**config.mk**
```make
export PLATFORM = sky130hd
export DESIGN_NAME = reload_timer_clock_out
export DESIGN_NICKNAME = d
export VERILOG_FILES = /design/src/hdl/reload_timer_pkg.sv /design/src/hdl/fall_edge_detect.sv /design/src/hdl/reload_timer_clock_out.sv /design/src/hdl/tick_divider.sv
export SDC_FILE = /design/constraint.sdc
export NUM_CORES = 1
export LEC_CHECK = 0
export BUFFER_PORTS_ARGS = -buffer_cell sky130_fd_sc_hd__buf_2
export CAP_MARGIN = 15
export CORE_AREA = 5 5 124 126
export DETAILED_ROUTE_END_ITERATION = 6
export DIE_AREA = 0 0 129 131
export GPL_TIMING_DRIVEN = 1
export SKIP_CTS_REPAIR_TIMING = 1
export SLEW_MARGIN = 20
export SYNTH_ARGS = -nofsm -noshare
export SYNTH_HDL_FRONTEND = slang
export SYNTH_SLANG_ARGS = --single-unit
```
**constraint.sdc**
```tcl
create_clock -name core_clk -period 3.1 [get_ports core_clk]
set_input_delay 0.155 -clock core_clk [delete_from_list [all_inputs] [get_ports core_clk]]
set_output_delay 0.155 -clock core_clk [all_outputs]
set_load 0.005 [all_outputs]
```
**src/hdl/reload_timer_pkg.sv**
```systemverilog
// package: register map, field positions, reset values and timing constants of the reload timer
package reload_timer_pkg;
  // register word offsets (byte addresses on the apb bus)
  localparam logic [7:0] OFS_CONTROL  = 8'h00; // timer_control_reg
  localparam logic [7:0] OFS_MODE     = 8'h04; // timer_mode_reg
  localparam logic [7:0] OFS_CNT_LOW  = 8'h08; // count_low_byte
  localparam logic [7:0] OFS_CNT_HIGH = 8'h0c; // count_high_byte
  localparam logic [7:0] OFS_RLD_LOW  = 8'h10; // reload_low_byte
  localparam logic [7:0] OFS_RLD_HIGH = 8'h14; // reload_high_byte
  // control register fields
  localparam int CTL_OVERFLOW  = 7;
  localparam int CTL_EXTFLAG   = 6;
  localparam int CTL_RXCLK     = 5;
  localparam int CTL_TXCLK     = 4;
  localparam int CTL_EXTEN     = 3;
  localparam int CTL_RUN       = 2;
  localparam int CTL_COUNTER   = 1;
  localparam int CTL_CAPTURE   = 0;
  // mode register fields
  localparam int MOD_CLKOUT    = 1;
  localparam int MOD_DOWNEN    = 0;
  localparam logic [7:0] CONTROL_RESET = 8'h00;
  localparam logic [7:0] MODE_RESET    = 8'h00;
  localparam logic [1:0] MODE_MASK     = 2'h3;
  // internal timer source divides the peripheral clock by this figure
  localparam int          TIMER_DIV     = 12;
  localparam logic [3:0]  TIMER_DIV_TOP = 4'(TIMER_DIV - 1);
  localparam logic [15:0] COUNT_TOP     = 16'hffff;
  localparam logic [31:0] RDATA_ZERO    = 32'h0000_0000;
endpackage

```
**src/hdl/fall_edge_detect.sv**
```systemverilog
// falling edge detector for a synchronous input pin
`timescale 1ns/1ps
`default_nettype none
module fall_edge_detect (
  input  wire logic core_clk, // peripheral clock
  input  wire logic rst_b,    // synchronous reset, active low
  input  wire logic pinIn,    // sampled pin level
  output logic      fallPulse // one cycle pulse on a high to low step
);
  typedef struct packed {
    logic prevLevel;
  } edge_s;
  edge_s state_r;
  edge_s state_nxt;

  // remember the last level
  always_comb
  begin
    state_nxt.prevLevel = pinIn;
  end

  // reset to high, so a pin low at release gives one fall pulse in the first cycle
  always_ff @(posedge core_clk)
  begin
    if (!rst_b)
      state_r <= '{prevLevel: 1'b1};
    else
      state_r <= state_nxt;
  end

  assign fallPulse = state_r.prevLevel & ~pinIn;
endmodule
`default_nettype wire

```
**src/hdl/reload_timer_clock_out.sv**
```systemverilog
// 16-bit reload timer with up/down auto-reload, capture and clock-out, behind an apb slave
// How it works
// - count is low byte and high byte cascaded, low carrying into high
// - counter_select picks divided internal clock or count_pin pulses
// - count advances only while run_control is set
// - capture, auto-reload and baud modes chosen by clock selects and capture bit
// - down_count_enable clear: plain up-count, reload on overflow
// - down_count_enable set: direction_pin level sets count direction
// - counting up, overflow past ffff sets flag, interrupts, loads reload value
// - counting down, count equal reload sets flag and loads ffff
// - up/down mode toggles external_flag on each wrap, kept out of the interrupt
// - clock-out mode makes a 50 percent duty clock
// - clock-out mode advances the count at half the peripheral clock
// - clock-out mode reloads at each overflow without interrupts
// - clock-out frequency is clock over four times 65536 minus reload
// - generated clock drives the count_pin output
// - baud generation and clock-out may run together on shared reload
// - overflow_flag set only with both clock selects clear; software clears it
// - counter operation counts count_pin falling edges
// - external_enable set: direction_pin fall reloads or captures, sets external_flag
// - receive clock select routes overflows to serial receive clock
//
// register map, one byte in each aligned word, upper bits read as zero
//   0x00 control : overflow flag, external flag, receive select, transmit select,
//                  external enable, run, counter select, capture select (bit 7 down to 0)
//   0x04 mode    : clock-out enable in bit 1, down count enable in bit 0
//   0x08 count   : low byte, writable at any time
//   0x0c count   : high byte, writable at any time
//   0x10 reload  : low byte, also the capture target
//   0x14 reload  : high byte, also the capture target
//   other        : read zero, writes dropped, pslverr in the access phase
//
// mode decode, highest priority first, all with run set
//   receive or transmit select : baud generation, one step every second clock
//   clock-out enable, timer    : clock-out, one step every second clock
//   capture select             : capture on a direction pin fall with external enable
//   down count enable          : up/down auto-reload, direction taken from the pin level
//   none of these              : up-count auto-reload from the reload bytes
//
// count sources
//   timer   : one step every PRESCALE clocks from the internal divider
//   counter : one step in the cycle after a falling edge of the count pin
//   the divider restarts whenever run is cleared, so the first step after a
//   start comes a full PRESCALE clocks later
//
// wrap handling
//   counting up, the wrap is the step taken at the all-ones count
//   counting down, the wrap is the step taken at a count equal to the reload value
//   a down wrap loads all ones, every other wrap loads the reload value,
//   except in capture mode where the count simply rolls over to zero
//   in up/down mode the external flag toggles on every wrap and acts as a
//   seventeenth count bit, so it is kept out of the interrupt request
//
// clock-out
//   the half rate phase bit gives one step every second clock and the output
//   level toggles at each wrap, so one output period is two wrap intervals:
//   4 * (65536 - reload) clocks, e.g. reload 0xfffd gives a 12 clock period
//   the initial count only sets the length of the first half period
//   overflow flag and overflow interrupt stay quiet in this mode
//   the pin output enable follows clock-out enable with counter select clear,
//   so the pin is never counted while the block drives it
//
// bus timing
//   pready is tied high, every transfer is one setup and one access cycle
//   read data is latched in the setup cycle and stands until the next read
//   a write lands at the access edge; a hardware flag set in that same
//   cycle wins over the software value
//
// reset
//   synchronous and active low; every register but the edge detectors clears, pready stays high
//   the edge detectors come out of reset expecting a high pin, so a pin held
//   low through reset gives one fall pulse, which the cleared run bit ignores
//   one reset clock is enough, both detectors load a high level whatever the pin does
//
// pins
//   count pin is an input in timer and counter use and an output in clock-out
//   direction pin is read as a level for up/down and as a falling edge for
//   external reload and capture
//   both pins are taken as synchronous to the peripheral clock
//
// limitations
//   the count bytes are not latched as a pair: software reading a running
//   count reads high, low, high again and retries when the high byte moved
//   baud ticks and clock-out share one reload value, so their rates are tied
//   external events are ignored while run is clear and in up/down mode
`timescale 1ns/1ps
`default_nettype none
module reload_timer_clock_out #(
  parameter int PRESCALE = reload_timer_pkg::TIMER_DIV // internal timer divide ratio
) (
  input  wire logic        core_clk,      // peripheral clock, 50 MHz
  input  wire logic        rst_b,         // synchronous reset, active low
  input  wire logic        psel,          // apb select
  input  wire logic        penable,       // apb access phase
  input  wire logic        pwrite,        // apb write
  input  wire logic [7:0]  paddr,         // apb byte address
  input  wire logic [31:0] pwdata,        // apb write data
  output logic [31:0]      prdata,        // apb read data
  output logic             pready,        // apb ready
  output logic             pslverr,       // apb error on unmapped address
  input  wire logic        countPinIn,    // count_pin level
  output logic             countPinOut,   // clock-out level on count_pin
  output logic             countPinOe,    // count_pin driven while high
  input  wire logic        directionPin,  // direction_pin level
  output logic             timerIrq,      // interrupt request level
  output logic             rxBaudTick,    // serial receive clock pulse
  output logic             txBaudTick     // serial transmit clock pulse
);
  // refuse settings and constants that the logic cannot serve
  initial
  begin
    if (PRESCALE < 1 || PRESCALE > 255)
      $error("reload_timer_clock_out: PRESCALE out of range");
    if (reload_timer_pkg::CTL_OVERFLOW > 7 || reload_timer_pkg::CTL_CAPTURE < 0)
      $error("reload_timer_clock_out: control field outside the byte");
    if (reload_timer_pkg::MOD_CLKOUT > 1 || reload_timer_pkg::MOD_DOWNEN < 0)
      $error("reload_timer_clock_out: mode field outside the stored bits");
    if (reload_timer_pkg::OFS_CONTROL[1:0] != 2'h0 || reload_timer_pkg::OFS_MODE[1:0] != 2'h0)
      $error("reload_timer_clock_out: control or mode offset not word aligned");
    if (reload_timer_pkg::OFS_CNT_LOW[1:0] != 2'h0 || reload_timer_pkg::OFS_CNT_HIGH[1:0] != 2'h0)
      $error("reload_timer_clock_out: count offset not word aligned");
    if (reload_timer_pkg::OFS_RLD_LOW[1:0] != 2'h0 || reload_timer_pkg::OFS_RLD_HIGH[1:0] != 2'h0)
      $error("reload_timer_clock_out: reload offset not word aligned");
  end

  typedef struct packed {
    logic [7:0]  control;     // timer_control_reg
    logic [1:0]  mode;        // timer_mode_reg used bits
    logic [15:0] count;       // count_high_byte : count_low_byte
    logic [15:0] reload;      // reload_high_byte : reload_low_byte
    logic        halfPhase;   // clock-out half rate phase
    logic        clkOut;      // clock-out level
    logic        rxTick;      // registered receive clock pulse
    logic        txTick;      // registered transmit clock pulse
    logic [31:0] rdata;       // registered read data
  } timer_s;
  timer_s state_r;
  timer_s state_nxt;

  logic        preTick;
  logic        pinFall;
  logic        dirFall;
  logic        runBit;
  logic        counterSel;
  logic        captureSel;
  logic        rxSel;
  logic        txSel;
  logic        baudMode;
  logic        clkOutMode;
  logic        downMode;
  logic        step;
  logic        countDown;
  logic        wrap;
  logic        extEvent;
  logic        wrAccess;
  logic        rdAccess;
  logic        addrOk;
  logic [15:0] upNext;
  logic [7:0]  lowNext;
  logic [7:0]  highNext;
  logic        lowCarry;

  // control and mode bits
  assign runBit     = state_r.control[reload_timer_pkg::CTL_RUN];
  assign counterSel = state_r.control[reload_timer_pkg::CTL_COUNTER];
  assign captureSel = state_r.control[reload_timer_pkg::CTL_CAPTURE];
  assign rxSel      = state_r.control[reload_timer_pkg::CTL_RXCLK];
  assign txSel      = state_r.control[reload_timer_pkg::CTL_TXCLK];
  assign baudMode   = rxSel | txSel;
  assign clkOutMode = state_r.mode[reload_timer_pkg::MOD_CLKOUT] & ~counterSel;
  assign downMode   = state_r.mode[reload_timer_pkg::MOD_DOWNEN] & ~captureSel & ~baudMode & ~clkOutMode;

  // internal prescaler for timer operation
  tick_divider #(
    .DIV      (PRESCALE)
  ) u_prescale (
    .core_clk (core_clk),
    .rst_b    (rst_b),
    .enable   (runBit),
    .tick     (preTick)
  );

  // count pin falling edge, ignored while the pin is driven by clock-out
  fall_edge_detect u_pin_edge (
    .core_clk  (core_clk),
    .rst_b     (rst_b),
    .pinIn     (countPinIn),
    .fallPulse (pinFall)
  );

  // direction pin falling edge for external reload or capture
  fall_edge_detect u_dir_edge (
    .core_clk  (core_clk),
    .rst_b     (rst_b),
    .pinIn     (directionPin),
    .fallPulse (dirFall)
  );

  // count source and direction
  always_comb
  begin
    if (!runBit)
      step = 1'b0;
    else if (clkOutMode || baudMode)
      step = state_r.halfPhase;
    else if (counterSel)
      step = pinFall;
    else
      step = preTick;
    countDown = downMode & ~directionPin;
  end

  // byte cascade: low byte carries into high byte
  always_comb
  begin
    {lowCarry, lowNext} = {1'b0, state_r.count[7:0]} + 9'h001;
    highNext = state_r.count[15:8] + {7'h00, lowCarry};
    upNext = {highNext, lowNext};
  end

  assign wrap     = step && (countDown ? (state_r.count == state_r.reload)
                                      : (state_r.count == reload_timer_pkg::COUNT_TOP));
  assign extEvent = runBit && state_r.control[reload_timer_pkg::CTL_EXTEN] && dirFall && !downMode;

  // apb decode
  assign wrAccess = psel && penable && pwrite;
  assign rdAccess = psel && !penable && !pwrite;
  always_comb
  begin
    case (paddr)
      reload_timer_pkg::OFS_CONTROL,
      reload_timer_pkg::OFS_MODE,
      reload_timer_pkg::OFS_CNT_LOW,
      reload_timer_pkg::OFS_CNT_HIGH,
      reload_timer_pkg::OFS_RLD_LOW,
      reload_timer_pkg::OFS_RLD_HIGH: addrOk = 1'b1;
      default: addrOk = 1'b0;
    endcase
  end

  // next state
  always_comb
  begin
    state_nxt = state_r;
    state_nxt.rxTick = 1'b0;
    state_nxt.txTick = 1'b0;
    // half rate phase runs only while counting so a stop freezes the output
    if (runBit && (clkOutMode || baudMode))
      state_nxt.halfPhase = ~state_r.halfPhase;
    // software writes first, hardware events below win over them
    if (wrAccess)
    begin
      case (paddr)
        reload_timer_pkg::OFS_CONTROL:  state_nxt.control = pwdata[7:0];
        reload_timer_pkg::OFS_MODE:     state_nxt.mode = pwdata[1:0] & reload_timer_pkg::MODE_MASK;
        reload_timer_pkg::OFS_CNT_LOW:  state_nxt.count[7:0] = pwdata[7:0];
        reload_timer_pkg::OFS_CNT_HIGH: state_nxt.count[15:8] = pwdata[7:0];
        reload_timer_pkg::OFS_RLD_LOW:  state_nxt.reload[7:0] = pwdata[7:0];
        reload_timer_pkg::OFS_RLD_HIGH: state_nxt.reload[15:8] = pwdata[7:0];
        default: state_nxt.count = state_nxt.count;
      endcase
    end
    // counting
    if (step)
    begin
      if (wrap)
      begin
        if (countDown)
          state_nxt.count = reload_timer_pkg::COUNT_TOP;
        else if (!captureSel || baudMode || clkOutMode)
          state_nxt.count = state_r.reload;
        else
          state_nxt.count = upNext; // capture mode rolls over
        // flag only outside baud and clock-out use, set wins over clear
        if (!baudMode && !clkOutMode)
          state_nxt.control[reload_timer_pkg::CTL_OVERFLOW] = 1'b1;
        if (downMode)
          state_nxt.control[reload_timer_pkg::CTL_EXTFLAG] = ~state_r.control[reload_timer_pkg::CTL_EXTFLAG];
        if (clkOutMode)
          state_nxt.clkOut = ~state_r.clkOut;
        state_nxt.rxTick = rxSel;
        state_nxt.txTick = txSel;
      end
      else if (countDown)
        state_nxt.count = state_r.count - 16'h0001;
      else
        state_nxt.count = upNext;
    end
    // external direction pin event
    if (extEvent)
    begin
      if (captureSel && !baudMode)
        state_nxt.reload = state_r.count; // capture into reload registers
      else
        state_nxt.count = state_r.reload;
      state_nxt.control[reload_timer_pkg::CTL_EXTFLAG] = 1'b1;
    end
    // read data captured in the setup cycle, held through the access phase
    if (rdAccess)
    begin
      case (paddr)
        reload_timer_pkg::OFS_CONTROL:  state_nxt.rdata = {24'h000000, state_r.control};
        reload_timer_pkg::OFS_MODE:     state_nxt.rdata = {30'h00000000, state_r.mode};
        reload_timer_pkg::OFS_CNT_LOW:  state_nxt.rdata = {24'h000000, state_r.count[7:0]};
        reload_timer_pkg::OFS_CNT_HIGH: state_nxt.rdata = {24'h000000, state_r.count[15:8]};
        reload_timer_pkg::OFS_RLD_LOW:  state_nxt.rdata = {24'h000000, state_r.reload[7:0]};
        reload_timer_pkg::OFS_RLD_HIGH: state_nxt.rdata = {24'h000000, state_r.reload[15:8]};
        default:                        state_nxt.rdata = reload_timer_pkg::RDATA_ZERO;
      endcase
    end
  end

  // state register
  always_ff @(posedge core_clk)
  begin
    if (!rst_b)
    begin
      state_r.control   <= reload_timer_pkg::CONTROL_RESET;
      state_r.mode      <= reload_timer_pkg::MODE_RESET[1:0];
      state_r.count     <= 16'h0000;
      state_r.reload    <= 16'h0000;
      state_r.halfPhase <= 1'b0;
      state_r.clkOut    <= 1'b0;
      state_r.rxTick    <= 1'b0;
      state_r.txTick    <= 1'b0;
      state_r.rdata     <= reload_timer_pkg::RDATA_ZERO;
    end
    else
      state_r <= state_nxt;
  end

  // outputs
  assign prdata      = state_r.rdata;
  assign pready      = 1'b1;
  assign pslverr     = psel && penable && !addrOk;
  assign countPinOut = state_r.clkOut;
  assign countPinOe  = clkOutMode;
  assign timerIrq    = state_r.control[reload_timer_pkg::CTL_OVERFLOW]
                     | (state_r.control[reload_timer_pkg::CTL_EXTFLAG] & ~downMode);
  assign rxBaudTick  = state_r.rxTick;
  assign txBaudTick  = state_r.txTick;
endmodule
`default_nettype wire

```
**src/hdl/tick_divider.sv**
```systemverilog
// prescaler giving one enable tick every DIV clocks
`timescale 1ns/1ps
`default_nettype none
module tick_divider #(
  parameter int DIV = 12 // divide ratio
) (
  input  wire logic core_clk, // peripheral clock
  input  wire logic rst_b,    // synchronous reset, active low
  input  wire logic enable,   // count only while set
  output logic      tick      // one cycle pulse every DIV enabled clocks
);
  localparam int W = (DIV > 1) ? $clog2(DIV) : 1;
  localparam logic [W-1:0] TOP = W'(DIV - 1);

  initial
  begin
    if (DIV < 1)
      $error("tick_divider: DIV must be at least 1");
  end

  typedef struct packed {
    logic [W-1:0] cnt;
  } div_s;
  div_s state_r;
  div_s state_nxt;

  // count up and wrap at the top
  always_comb
  begin
    state_nxt = state_r;
    if (!enable)
      state_nxt.cnt = '0;
    else if (state_r.cnt == TOP)
      state_nxt.cnt = '0;
    else
      state_nxt.cnt = state_r.cnt + W'(1);
  end

  always_ff @(posedge core_clk)
  begin
    if (!rst_b)
      state_r <= '{cnt: '0};
    else
      state_r <= state_nxt;
  end

  assign tick = enable && (state_r.cnt == TOP);
endmodule
`default_nettype wire
```
==> results.md, run 1 <==
Floorplanning:
- The die covers 16900 um2.
- The height of the die is 131 um.
- The initial utilization of the core area, before any placement, comes to 0.339.
- After floorplanning, the core was divided into 44 placement rows.
- 86 I/O pins were placed.
- The floorplan step set the die width to 129 um.
- After floorplanning, the core was sized to cover 14200 um2.

Power:
- The cell area power density is 333 nW/um2.
- The analysis attributes to cell leakage a power of 0.00224 uW.
- The largest vdd supply drop is 0.244 mV.

Synthesis:
- The synthesized design contains 60 register bits.
- The most used flip-flop cell after synthesis is sky130_fd_sc_hd__dfxtp_1.
- The number of enable-type register cells in the synthesized netlist is 0.
- The number of warnings printed during yosys synthesis is 0.
- The per-instance average area after synthesis is 7.61 um2.
- Synthesis handed over a netlist of 633 instances.
- Counting flops with an async set or reset pin after synthesis yields a share of 0.
- The synthesized netlist contains 69 unique library cells.
- The area of the mapped netlist is 4820 um2.
- The share of the Yosys chip area taken by registers is 0.249.

Clock tree:
- The maximum level of the CTS H-tree is 3.
- Counting along the longest clock path gives a buffer depth of 2.
- The number of buffers created by CTS is 9.
- The CTS sink count is 60.
- The TritonCTS clock tree is built.
- The later pin in the worst-skew pair is clocked with a latency of 0.35 ns.
- Clock-pin slew was measured on the worst setup and hold paths at 0.06 ns.
- CTS placed an instance of sky130_fd_sc_hd__clkbuf_16 at the clock tree root.

Global route:
- The global-route usage over all layers is 0.189.
- The number of global-route vias before repair was 4499.
- The total overflow left after global routing is 0.
- Entering global routing, the biggest net connects 33 pins.
- The initial antenna violation count is 0.
- The first-pass GRT wire length is 24700 um.

Cells and area:
- For this run, the share of the core covered by cells in the final layout is 0.383.
- In the final layout, the multi-input gates occupy 3210 um2.
- The finished cells cover 5440 um2.
- At the end of the flow, the number of nets in the layout was 709.
- The post-synthesis to final-layout area growth is 12.9%.
- In the final layout, the share of cells above drive strength 1 is 0.157.
- Across the whole layout, storage elements account for 1200 um2.
- The number of fill cells in the layout is 1490.
- 0 antenna diodes ended up in the layout.

Setup path:
- In this run the number of cells on the critical path is 9.
- The worst setup path is of the reg -> reg kind.
- The worst setup path is captured at a flip-flop.
- Traced cell by cell, the critical path runs through or3b_4 -> nor3_4 -> a32oi_1 -> or4_4 -> nor4_4 -> buf_4 -> nand2_1 -> o211a_1 -> o31a_1.
- The total buffers and inverters traversed by the critical path is 1.
- For the worst setup path, the data arrival time is 3.23 ns.
- The gate family responsible for the most delay along the worst path is simple AND/OR/NAND/NOR gates.
- The startpoint type of the worst setup path is a flip-flop.
- The number of cells on the worst reg-to-reg path is 9.
- Of all nets on the critical path, the largest fanout is 11.
- The slowest stage cell on the critical path is sky130_fd_sc_hd__or4_4.
- The largest single stage delay on the critical path is 0.57 ns.
- At the worst endpoint, the required time is 3.34 ns.

Routing:
- The detailed router finished its first iteration with 573 violations.
- The detailed-route via count is 4876.
- The final layout contains routed wiring with a total length of 15900 um.
- The routed wire length per instance is 18.7 um.
- After detailed routing, the number of remaining DRC violations is 0.
- Once detail routing completed, the nets flagged for antenna violations numbered 0.
- The detail-routed via count per cell is 5.76.
- The number of iterations in the first detailed-routing pass is 6.

Placed design:
- The worst-case setup slack after placement is 0.194 ns.
- The placed wire-length estimate is 11400 um.
- The weighted congestion at the end of routability-driven global placement is 0.938.
- After detailed placement, the total cell area comes to 5160 um2.
- Buffers placed on the I/O ports in this run total 36.

Timing:
- The post-route worst hold slack is 0.00942 ns.
- The post-route fraction of the period consumed by the critical path is 0.965.
- The post-route setup TNS is 0 ns.
- Setup repair after global routing left no endpoint under its margin.
- The setup-violating endpoint count in the final report is 0.
- The count of endpoints failing hold in the final timing report is 0.
- The worst path needs 2.99 ns of the cycle, external delays included.
- Across the routed clock network, the largest skew measured is 0.0121 ns.
- The measured slew at the worst slew-check pin is 0.750 ns.
- The worst pin sits at a relative slew slack of 0.497.
- The slack of the critical path is 0.109 ns.
- The highest clock rate is 334 MHz.
- The max-slew violation total from the final report is 0.

Worst hold path:
- The path category of the worst min-delay check is in -> reg.
- The hold-critical path depth is 2.

Run status:
- The flow ran to the end, and the final reports show no timing, DRC or antenna violations.

Flow run:
- Max-cap violations in this run came to 0.
state kept, by name, summed over array words and instances (netlist names):
name,flops
counterSel,1
captureSel,1
txBaudTick,1
rxSel,1
countPinOut,1
rxBaudTick,1
u_pin_edge.state_r,1
u_prescale.state_r,4
state_r,39
runBit,1
prdata,8
u_dir_edge.state_r,1
routing by layer:
metal	global-route usage	vias up	wire [um]
met5	0	-	0
met4	0.0778	0	353
met3	0.0382	25	1480
met2	0.298	272	7070
met1	0.252	2290	6960
li1	-	2289	-
per-stage QoR:
stage,cells,total power (uW)
after floorplan,656,848
after global placement,830,861
after detailed placement,830,863
after CTS,846,1830
after global routing,846,1880
final,846,1810
placed cells by master (no fill, tap or decap), types with 14 or more instances in the layout:
cell type                 count
sky130_fd_sc_hd__o21ai_0     26
sky130_fd_sc_hd__dfxtp_1     60
sky130_fd_sc_hd__conb_1      25
sky130_fd_sc_hd__nand2_1     91
sky130_fd_sc_hd__mux2i_1     34
sky130_fd_sc_hd__nand3_1     15
sky130_fd_sc_hd__o211a_1     17
sky130_fd_sc_hd__buf_4       39
sky130_fd_sc_hd__xor2_1      20
sky130_fd_sc_hd__buf_2       36
sky130_fd_sc_hd__xnor2_1     14
sky130_fd_sc_hd__a21oi_1     20
sky130_fd_sc_hd__nor2_1      47
power breakdown:
group	internal, uW	total [uW]	switching [uW]
Clock	563	962	399
Combinational	21.3	74.8	53.5
Sequential	773	774	0.771
synthesized netlist by cell type (3+ instances only):
master	count	area, um2
sky130_fd_sc_hd__nand2_1	91	342
sky130_fd_sc_hd__dfxtp_1	60	1200
sky130_fd_sc_hd__nor2_1	47	176
sky130_fd_sc_hd__clkbuf_1	45	169
sky130_fd_sc_hd__mux2i_1	34	340
sky130_fd_sc_hd__buf_4	33	248
sky130_fd_sc_hd__o21ai_0	26	130
sky130_fd_sc_hd__a21oi_1	20	100
sky130_fd_sc_hd__xor2_1	20	175
sky130_fd_sc_hd__o211a_1	17	170
sky130_fd_sc_hd__nand3_1	15	75.1
sky130_fd_sc_hd__xnor2_1	14	123
sky130_fd_sc_hd__and3_1	12	75.1
sky130_fd_sc_hd__nor3_1	12	60.1
sky130_fd_sc_hd__inv_1	11	41.3
sky130_fd_sc_hd__a22oi_1	10	75.1
sky130_fd_sc_hd__nand4_1	9	56.3
sky130_fd_sc_hd__a22o_1	8	70.1
sky130_fd_sc_hd__a211oi_1	7	52.6
sky130_fd_sc_hd__a21boi_0	7	52.6
sky130_fd_sc_hd__a222oi_1	7	70.1
sky130_fd_sc_hd__a31oi_1	7	43.8
sky130_fd_sc_hd__nand2b_1	7	43.8
sky130_fd_sc_hd__nor2b_1	7	43.8
sky130_fd_sc_hd__and2_1	6	37.5
sky130_fd_sc_hd__mux2_2	6	67.6
sky130_fd_sc_hd__nor4_1	6	37.5
sky130_fd_sc_hd__o211ai_1	6	45.0
sky130_fd_sc_hd__a41oi_1	5	43.8
sky130_fd_sc_hd__ha_1	5	62.6
sky130_fd_sc_hd__o31ai_1	5	37.5
sky130_fd_sc_hd__a32oi_1	4	35.0
sky130_fd_sc_hd__buf_1	4	15.0
sky130_fd_sc_hd__o2111ai_1	4	35.0
sky130_fd_sc_hd__o21ai_1	4	20.0
sky130_fd_sc_hd__or3_1	4	25.0
sky130_fd_sc_hd__a32o_1	3	30.0
sky130_fd_sc_hd__buf_2	3	15.0
sky130_fd_sc_hd__nand3b_1	3	22.5
layout make-up:
cell class | instances | area share
Inverter | 12 | 0.00828
Tap cell | 184 | 0.0423
Timing Repair Buffer | 75 | 0.0870
Clock buffer | 11 | 0.0446
Clock inverter | 5 | 0.00690
Sequential cell | 60 | 0.221
Multi-Input combinational cell | 499 | 0.590
logic make-up (layout without fill, tap and decap cells):
| logic type | Yosys count | after routing | synth area share |
|---|---|---|---|
| other | 2 | 25 | 0.00156 |
| muxes | 42 | 42 | 0.0894 |
| AOI/OAI and AO/OA | 154 | 154 | 0.234 |
| and+or+nand+nor | 239 | 239 | 0.249 |
| adders and majority gates | 5 | 5 | 0.0130 |
| xor gates and xnor gates | 34 | 34 | 0.0618 |
| DFF | 60 | 60 | 0.249 |
| buffers and inverters | 97 | 103 | 0.102 |
final timing paths:
kind                                            to                              from  slack, ns
hold / removal       u_pin_edge.state_r$_SDFF_PN1_                        countPinIn      0.009
setup / recovery            state_r[76]$_SDFF_PN0_          state_r[68]$_SDFFE_PN0P_       0.11
hold reg to reg   u_prescale.state_r[0]$_SDFF_PP0_  u_prescale.state_r[0]$_SDFF_PP0_       0.46
setup reg to reg            state_r[76]$_SDFF_PN0_          state_r[68]$_SDFFE_PN0P_       0.11
Power figures use the tool's default switching activity.
==> run 2, diff against run 1 <==
--- a/config.mk
+++ b/config.mk
@@ -5,11 +5,12 @@
 export SDC_FILE = /design/constraint.sdc
 export NUM_CORES = 1
 export LEC_CHECK = 0
+export ABC_AREA = 1
 export BUFFER_PORTS_ARGS = -buffer_cell sky130_fd_sc_hd__buf_2
 export CAP_MARGIN = 15
-export CORE_AREA = 5 5 124 126
+export CORE_AREA = 5 5 127 129
 export DETAILED_ROUTE_END_ITERATION = 6
-export DIE_AREA = 0 0 129 131
+export DIE_AREA = 0 0 132 134
 export GPL_TIMING_DRIVEN = 1
 export SKIP_CTS_REPAIR_TIMING = 1
 export SLEW_MARGIN = 20
==> results.md, run 2 <==
Timing:
- The max-slew violation total from the final report was 0 (unchanged).
- Unrepaired setup endpoints after global routing: false (unchanged).
- The post-route worst hold slack came to 0.0321 ns (was 0.00942 ns).
- The highest clock rate is 367 MHz (was 334 MHz).
- The measured slew at the worst slew-check pin is 0.710 ns (was 0.750 ns).
- The final clock skew is 0.00772 ns (was 0.0121 ns).
- The worst slew slack as a fraction of its limit came to 0.525 (was 0.497).
- The post-route setup TNS is 0 ns (unchanged).
- The setup-violating endpoint count in the final report is 0 (unchanged).
- The shortest period the worst path allows is 2.72 ns (was 2.99 ns).
- The post-route fraction of the period consumed by the critical path is 0.878 (was 0.965).
- The slack of the critical path is 0.378 ns (was 0.109 ns).
- The count of endpoints failing hold in the final timing report was 0 (unchanged).

Setup path:
- The internal reg-to-reg setup slack is 0.38 ns (was 0.11 ns).
- The critical setup path kind is reg -> reg (unchanged).
- The data arrival at the endpoint of the critical path came to 2.93 ns (was 3.23 ns).
- The critical path endpoint category is a flip-flop (unchanged).
- The endpoint of the lowest-slack register-to-register path is state_r[67]$_SDFF_PN0_ (was state_r[76]$_SDFF_PN0_).
- The startpoint type of the worst setup path is a flip-flop (unchanged).
- The largest fanout of any net on the critical path is 6 (was 11).
- The capture point of the critical path was state_r[67]$_SDFF_PN0_ (was state_r[76]$_SDFF_PN0_).
- The launching point of the worst reg2reg path is state_r[55]$_SDFF_PN0_ (was state_r[68]$_SDFFE_PN0P_).
- The logic depth of the worst register-to-register path is 16 (was 9).
- The required arrival time at the worst endpoint is 3.31 ns (was 3.34 ns).
- The source of the critical timing path is state_r[55]$_SDFF_PN0_ (was state_r[68]$_SDFFE_PN0P_).

Cells and area:
- The flip-flop count of the largest register after layout is 39 (unchanged).
- The leading cell type in the layout, fill and taps excluded is sky130_fd_sc_hd__nand2_1 (unchanged).
- The share of layout cells above drive strength 1 is 0.121 (was 0.157).
- The area taken by flip-flops and latches is 1200 um2 (unchanged).
- The register with the most flip-flops was state_r (unchanged).
- The footprint of the multi-input gates is 3190 um2 (was 3210 um2).
- The number of fill cells in the layout came to 1630 (was 1490).
- The layout net count came to 907 (was 709).
- Top library cells by usage in the layout, fill and taps aside: sky130_fd_sc_hd__nand2_1 (169), sky130_fd_sc_hd__o21ai_0 (91), sky130_fd_sc_hd__inv_1 (85), sky130_fd_sc_hd__nor2_1 (77) (was sky130_fd_sc_hd__nand2_1 (91), sky130_fd_sc_hd__dfxtp_1 (60), sky130_fd_sc_hd__nor2_1 (47), sky130_fd_sc_hd__buf_4 (39), sky130_fd_sc_hd__buf_2 (36)).
- The post-synthesis to final-layout area growth is 10.6% (was 12.9%).
- The count of antenna diodes in the layout is 0 (unchanged).

Routing:
- The number of design rule violations left after detail routing is 0 (unchanged).
- The final antenna-violating net count is 0 (unchanged).
- The detailed-route via count came to 5746 (was 4876).
- The violation count after the first detailed-route iteration came to 677 (was 573).
- The number of iterations in the first detailed-routing pass is 5 (was 6).
- The post-detailed-routing wire length came to 18900 um (was 15900 um).
- The routed wire length per instance is 18.1 um (was 18.7 um).
- The detail-routed via count per cell is 5.49 (was 5.76).

Placed design:
- The worst-case setup slack after placement came to 0.463 ns (was 0.194 ns).
- The count of buffers inserted at the top-level ports is 36 (unchanged).
- The weighted congestion at the end of routability-driven global placement came to 0.996 (was 0.938).
- The placed wire-length estimate came to 14300 um (was 11400 um).

Floorplanning:
- The core outline area is 14900 um2 (was 14200 um2).
- The overall die width came to 132 um (was 129 um).
- The height of the die is 134 um (was 131 um).
- The area of the die came to 17700 um2 (was 16900 um2).
- The initial standard-cell utilization of the core is 0.340 (was 0.339).
- The number of top-level pins is 86 (unchanged).
- The number of cell rows is 45 (was 44).

Synthesis:
- The number of storage elements in the synthesis netlist is 60 (unchanged).
- The number of enable-type register cells in the synthesized netlist was 0 (unchanged).
- The sequential element share of the synthesized area is 0.236 (was 0.249).
- The per-instance average area after synthesis is 6.11 um2 (was 7.61 um2).
- List of most frequent post-synthesis cells: sky130_fd_sc_hd__nand2_1 (169), sky130_fd_sc_hd__o21ai_0 (91), sky130_fd_sc_hd__inv_1 (85), sky130_fd_sc_hd__nor2_1 (77) (was sky130_fd_sc_hd__nand2_1 (91), sky130_fd_sc_hd__dfxtp_1 (60), sky130_fd_sc_hd__nor2_1 (47), sky130_fd_sc_hd__clkbuf_1 (45), sky130_fd_sc_hd__mux2i_1 (34)).
- The most used flip-flop cell after synthesis is sky130_fd_sc_hd__dfxtp_1 (unchanged).
- The area share of the leading cell type in the synthesized netlist was 0.236 (was 0.249).
- Dominant cells by area after synthesis: sky130_fd_sc_hd__dfxtp_1 (24%), sky130_fd_sc_hd__nand2_1 (12%), sky130_fd_sc_hd__o21ai_0 (9.0%) (was sky130_fd_sc_hd__dfxtp_1 (25%), sky130_fd_sc_hd__nand2_1 (7.1%), sky130_fd_sc_hd__mux2i_1 (7.1%)).
- The top cell type by total area after synthesis is sky130_fd_sc_hd__dfxtp_1 (unchanged).
- The post-synthesis cell type count is 38 (was 69).
- The area of the mapped netlist is 5080 um2 (was 4820 um2).
- The most frequently used cell type in the post-synthesis netlist was sky130_fd_sc_hd__nand2_1 (unchanged).
- The number of cells produced by synthesis is 831 (was 633).
- The number of warnings printed during yosys synthesis is 0 (unchanged).
- The share of synthesized flip-flops with an asynchronous set or reset is 0 (unchanged).

Clock tree:
- The buffer depth of the longest clock path was 2 (unchanged).
- The CTS root buffer was sky130_fd_sc_hd__clkbuf_16 (unchanged).
- The CTS sink count was 60 (unchanged).
- The later-pin clock latency in the skew report came to 0.33 ns (was 0.35 ns).
- The maximum level of the CTS H-tree is 3 (unchanged).
- The number of buffers created by CTS was 9 (unchanged).
- The clock transition at the registers of the reported paths is 0.05 ns (was 0.06 ns).
- The TritonCTS clock tree is built (unchanged).

Power:
- The fraction of power consumed by the clock network is 0.520 (was 0.531).
- The largest vdd supply drop is 0.311 mV (was 0.244 mV).
- The switching power is 409 uW (was 453 uW).
- The part of the power in combinational logic is 0.049 (was 0.041).
- The cell area power density is 321 nW/um2 (was 333 nW/um2).
- The sequential fraction of design power is 0.431 (was 0.427).
- The internal portion of total power is 1390 uW (was 1360 uW).
- The static leakage was 0.00241 uW (was 0.00224 uW).
- The switching power as a share of total power is 0.227 (was 0.250).

Run status:
- Status: finished clean (unchanged).

Global route:
- The number of global-route vias before repair came to 5126 (was 4499).
- The maximum number of pins on one net before global-route repair is 38 (was 33).
- The initial antenna violation count is 0 (unchanged).
- The global-route usage over all layers is 0.206 (was 0.189).
- The first-pass GRT wire length was 28900 um (was 24700 um).
- The global-route congestion overflow total is 0 (unchanged).

Worst hold path:
- The path category of the worst min-delay check is in -> reg (unchanged).

Flow run:
- The max-capacitance violation count is 0 (unchanged).
==> run 2: cell types whose count changed after synthesis, moves of 20 or more <==
cell | previous run | this run
sky130_fd_sc_hd__nand2_1 | 91 | 169
sky130_fd_sc_hd__o21ai_0 | 26 | 91
sky130_fd_sc_hd__nand4_1 | 9 | 46
sky130_fd_sc_hd__clkbuf_1 | 45 | 25
sky130_fd_sc_hd__nand3_1 | 15 | 52
sky130_fd_sc_hd__mux2i_1 | 34 | 0
sky130_fd_sc_hd__nor2_1 | 47 | 77
sky130_fd_sc_hd__inv_1 | 11 | 85
sky130_fd_sc_hd__a21oi_1 | 20 | 60
==> run 2: per-stage QoR <==
| stage | utilization | std cells | cell area (um2) | power [uW] |
|---|---|---|---|---|
| after floorplan | - | 854 | 5170 | 867 |
| after global placement | 0.358 | 1032 | 5340 | 879 |
| after detailed placement | 0.358 | 1032 | 5340 | 880 |
| after CTS | 0.377 | 1046 | 5620 | 1810 |
| after global routing | 0.377 | 1046 | 5620 | 1850 |
| final | 0.377 | 1046 | 5620 | 1800 |
==> run 2: worst min-delay path by stage <==
stage | startpoint | endpoint | slack, ns | cells past startpoint
3_3_place_gp | countPinIn | u_pin_edge.state_r$_SDFF_PN1_ | 0.37 | 2
6_report | countPinIn | u_pin_edge.state_r$_SDFF_PN1_ | 0.03 | 2
3_5_place_dp | countPinIn | u_pin_edge.state_r$_SDFF_PN1_ | 0.37 | 2
2_1_floorplan | countPinIn | u_pin_edge.state_r$_SDFF_PN1_ | 0.26 | 1
4_1_cts | countPinIn | u_pin_edge.state_r$_SDFF_PN1_ | 0.03 | 2
5_1_grt | countPinIn | u_pin_edge.state_r$_SDFF_PN1_ | 0.03 | 2
==> run 2: final cells by class <==
type	instances	share of cell area
inverters	93	0.0621
multi-input cells	630	0.568
flip-flops and latches	60	0.214
clock inverters	2	0.00178
repair buffers	61	0.0655
well taps	188	0.0419
clock buffers	12	0.0474
==> run 2: power groups by stage <==
stage	clock, uW	combinational (uW)	sequential, uW
final	937	89.0	777
after CTS	941	87.4	777
after global routing	977	99.9	776
after detailed placement	0	87.0	793
after floorplan	0	74.9	792
after global placement	0	86.4	793
==> run 2: logic make-up after synthesis <==
| family | after synthesis | synth area share |
|---|---|---|
| other | 2 | 0.00148 |
| XOR/XNOR | 17 | 0.0293 |
| buffers and inverters | 164 | 0.153 |
| AO/OA/AOI/OAI | 204 | 0.221 |
| adder cells (fa/ha/maj) | 5 | 0.0123 |
| flip-flops | 60 | 0.236 |
| AND/OR/NAND/NOR | 379 | 0.347 |
==> run 2: layer usage <==
layer,GRT usage,up-vias,wire length [um]
met5,0,-,0
met4,0.0669,0,462
met3,0.0420,35,1870
met2,0.314,288,8440
met1,0.291,2625,8120
li1,-,2798,-
==> run 2: critical path: stages, from the launching register on <==
cell and delay, ns:
sky130_fd_sc_hd__dfxtp_1 0.50, sky130_fd_sc_hd__inv_1 0.09, sky130_fd_sc_hd__nor2_1 0.19, sky130_fd_sc_hd__nand3_1 0.17, sky130_fd_sc_hd__nor3_1 0.23, sky130_fd_sc_hd__ha_1 0.22
sky130_fd_sc_hd__nand3_1 0.12, sky130_fd_sc_hd__nor2_1 0.17, sky130_fd_sc_hd__nand2_1 0.08, sky130_fd_sc_hd__o21ai_0 0.21, sky130_fd_sc_hd__nand2_1 0.07, sky130_fd_sc_hd__nand2_1 0.05
sky130_fd_sc_hd__o21ai_0 0.07, sky130_fd_sc_hd__nor2_1 0.10, sky130_fd_sc_hd__nand4_1 0.09, sky130_fd_sc_hd__nand3_1 0.15, sky130_fd_sc_hd__a21oi_1 0.08
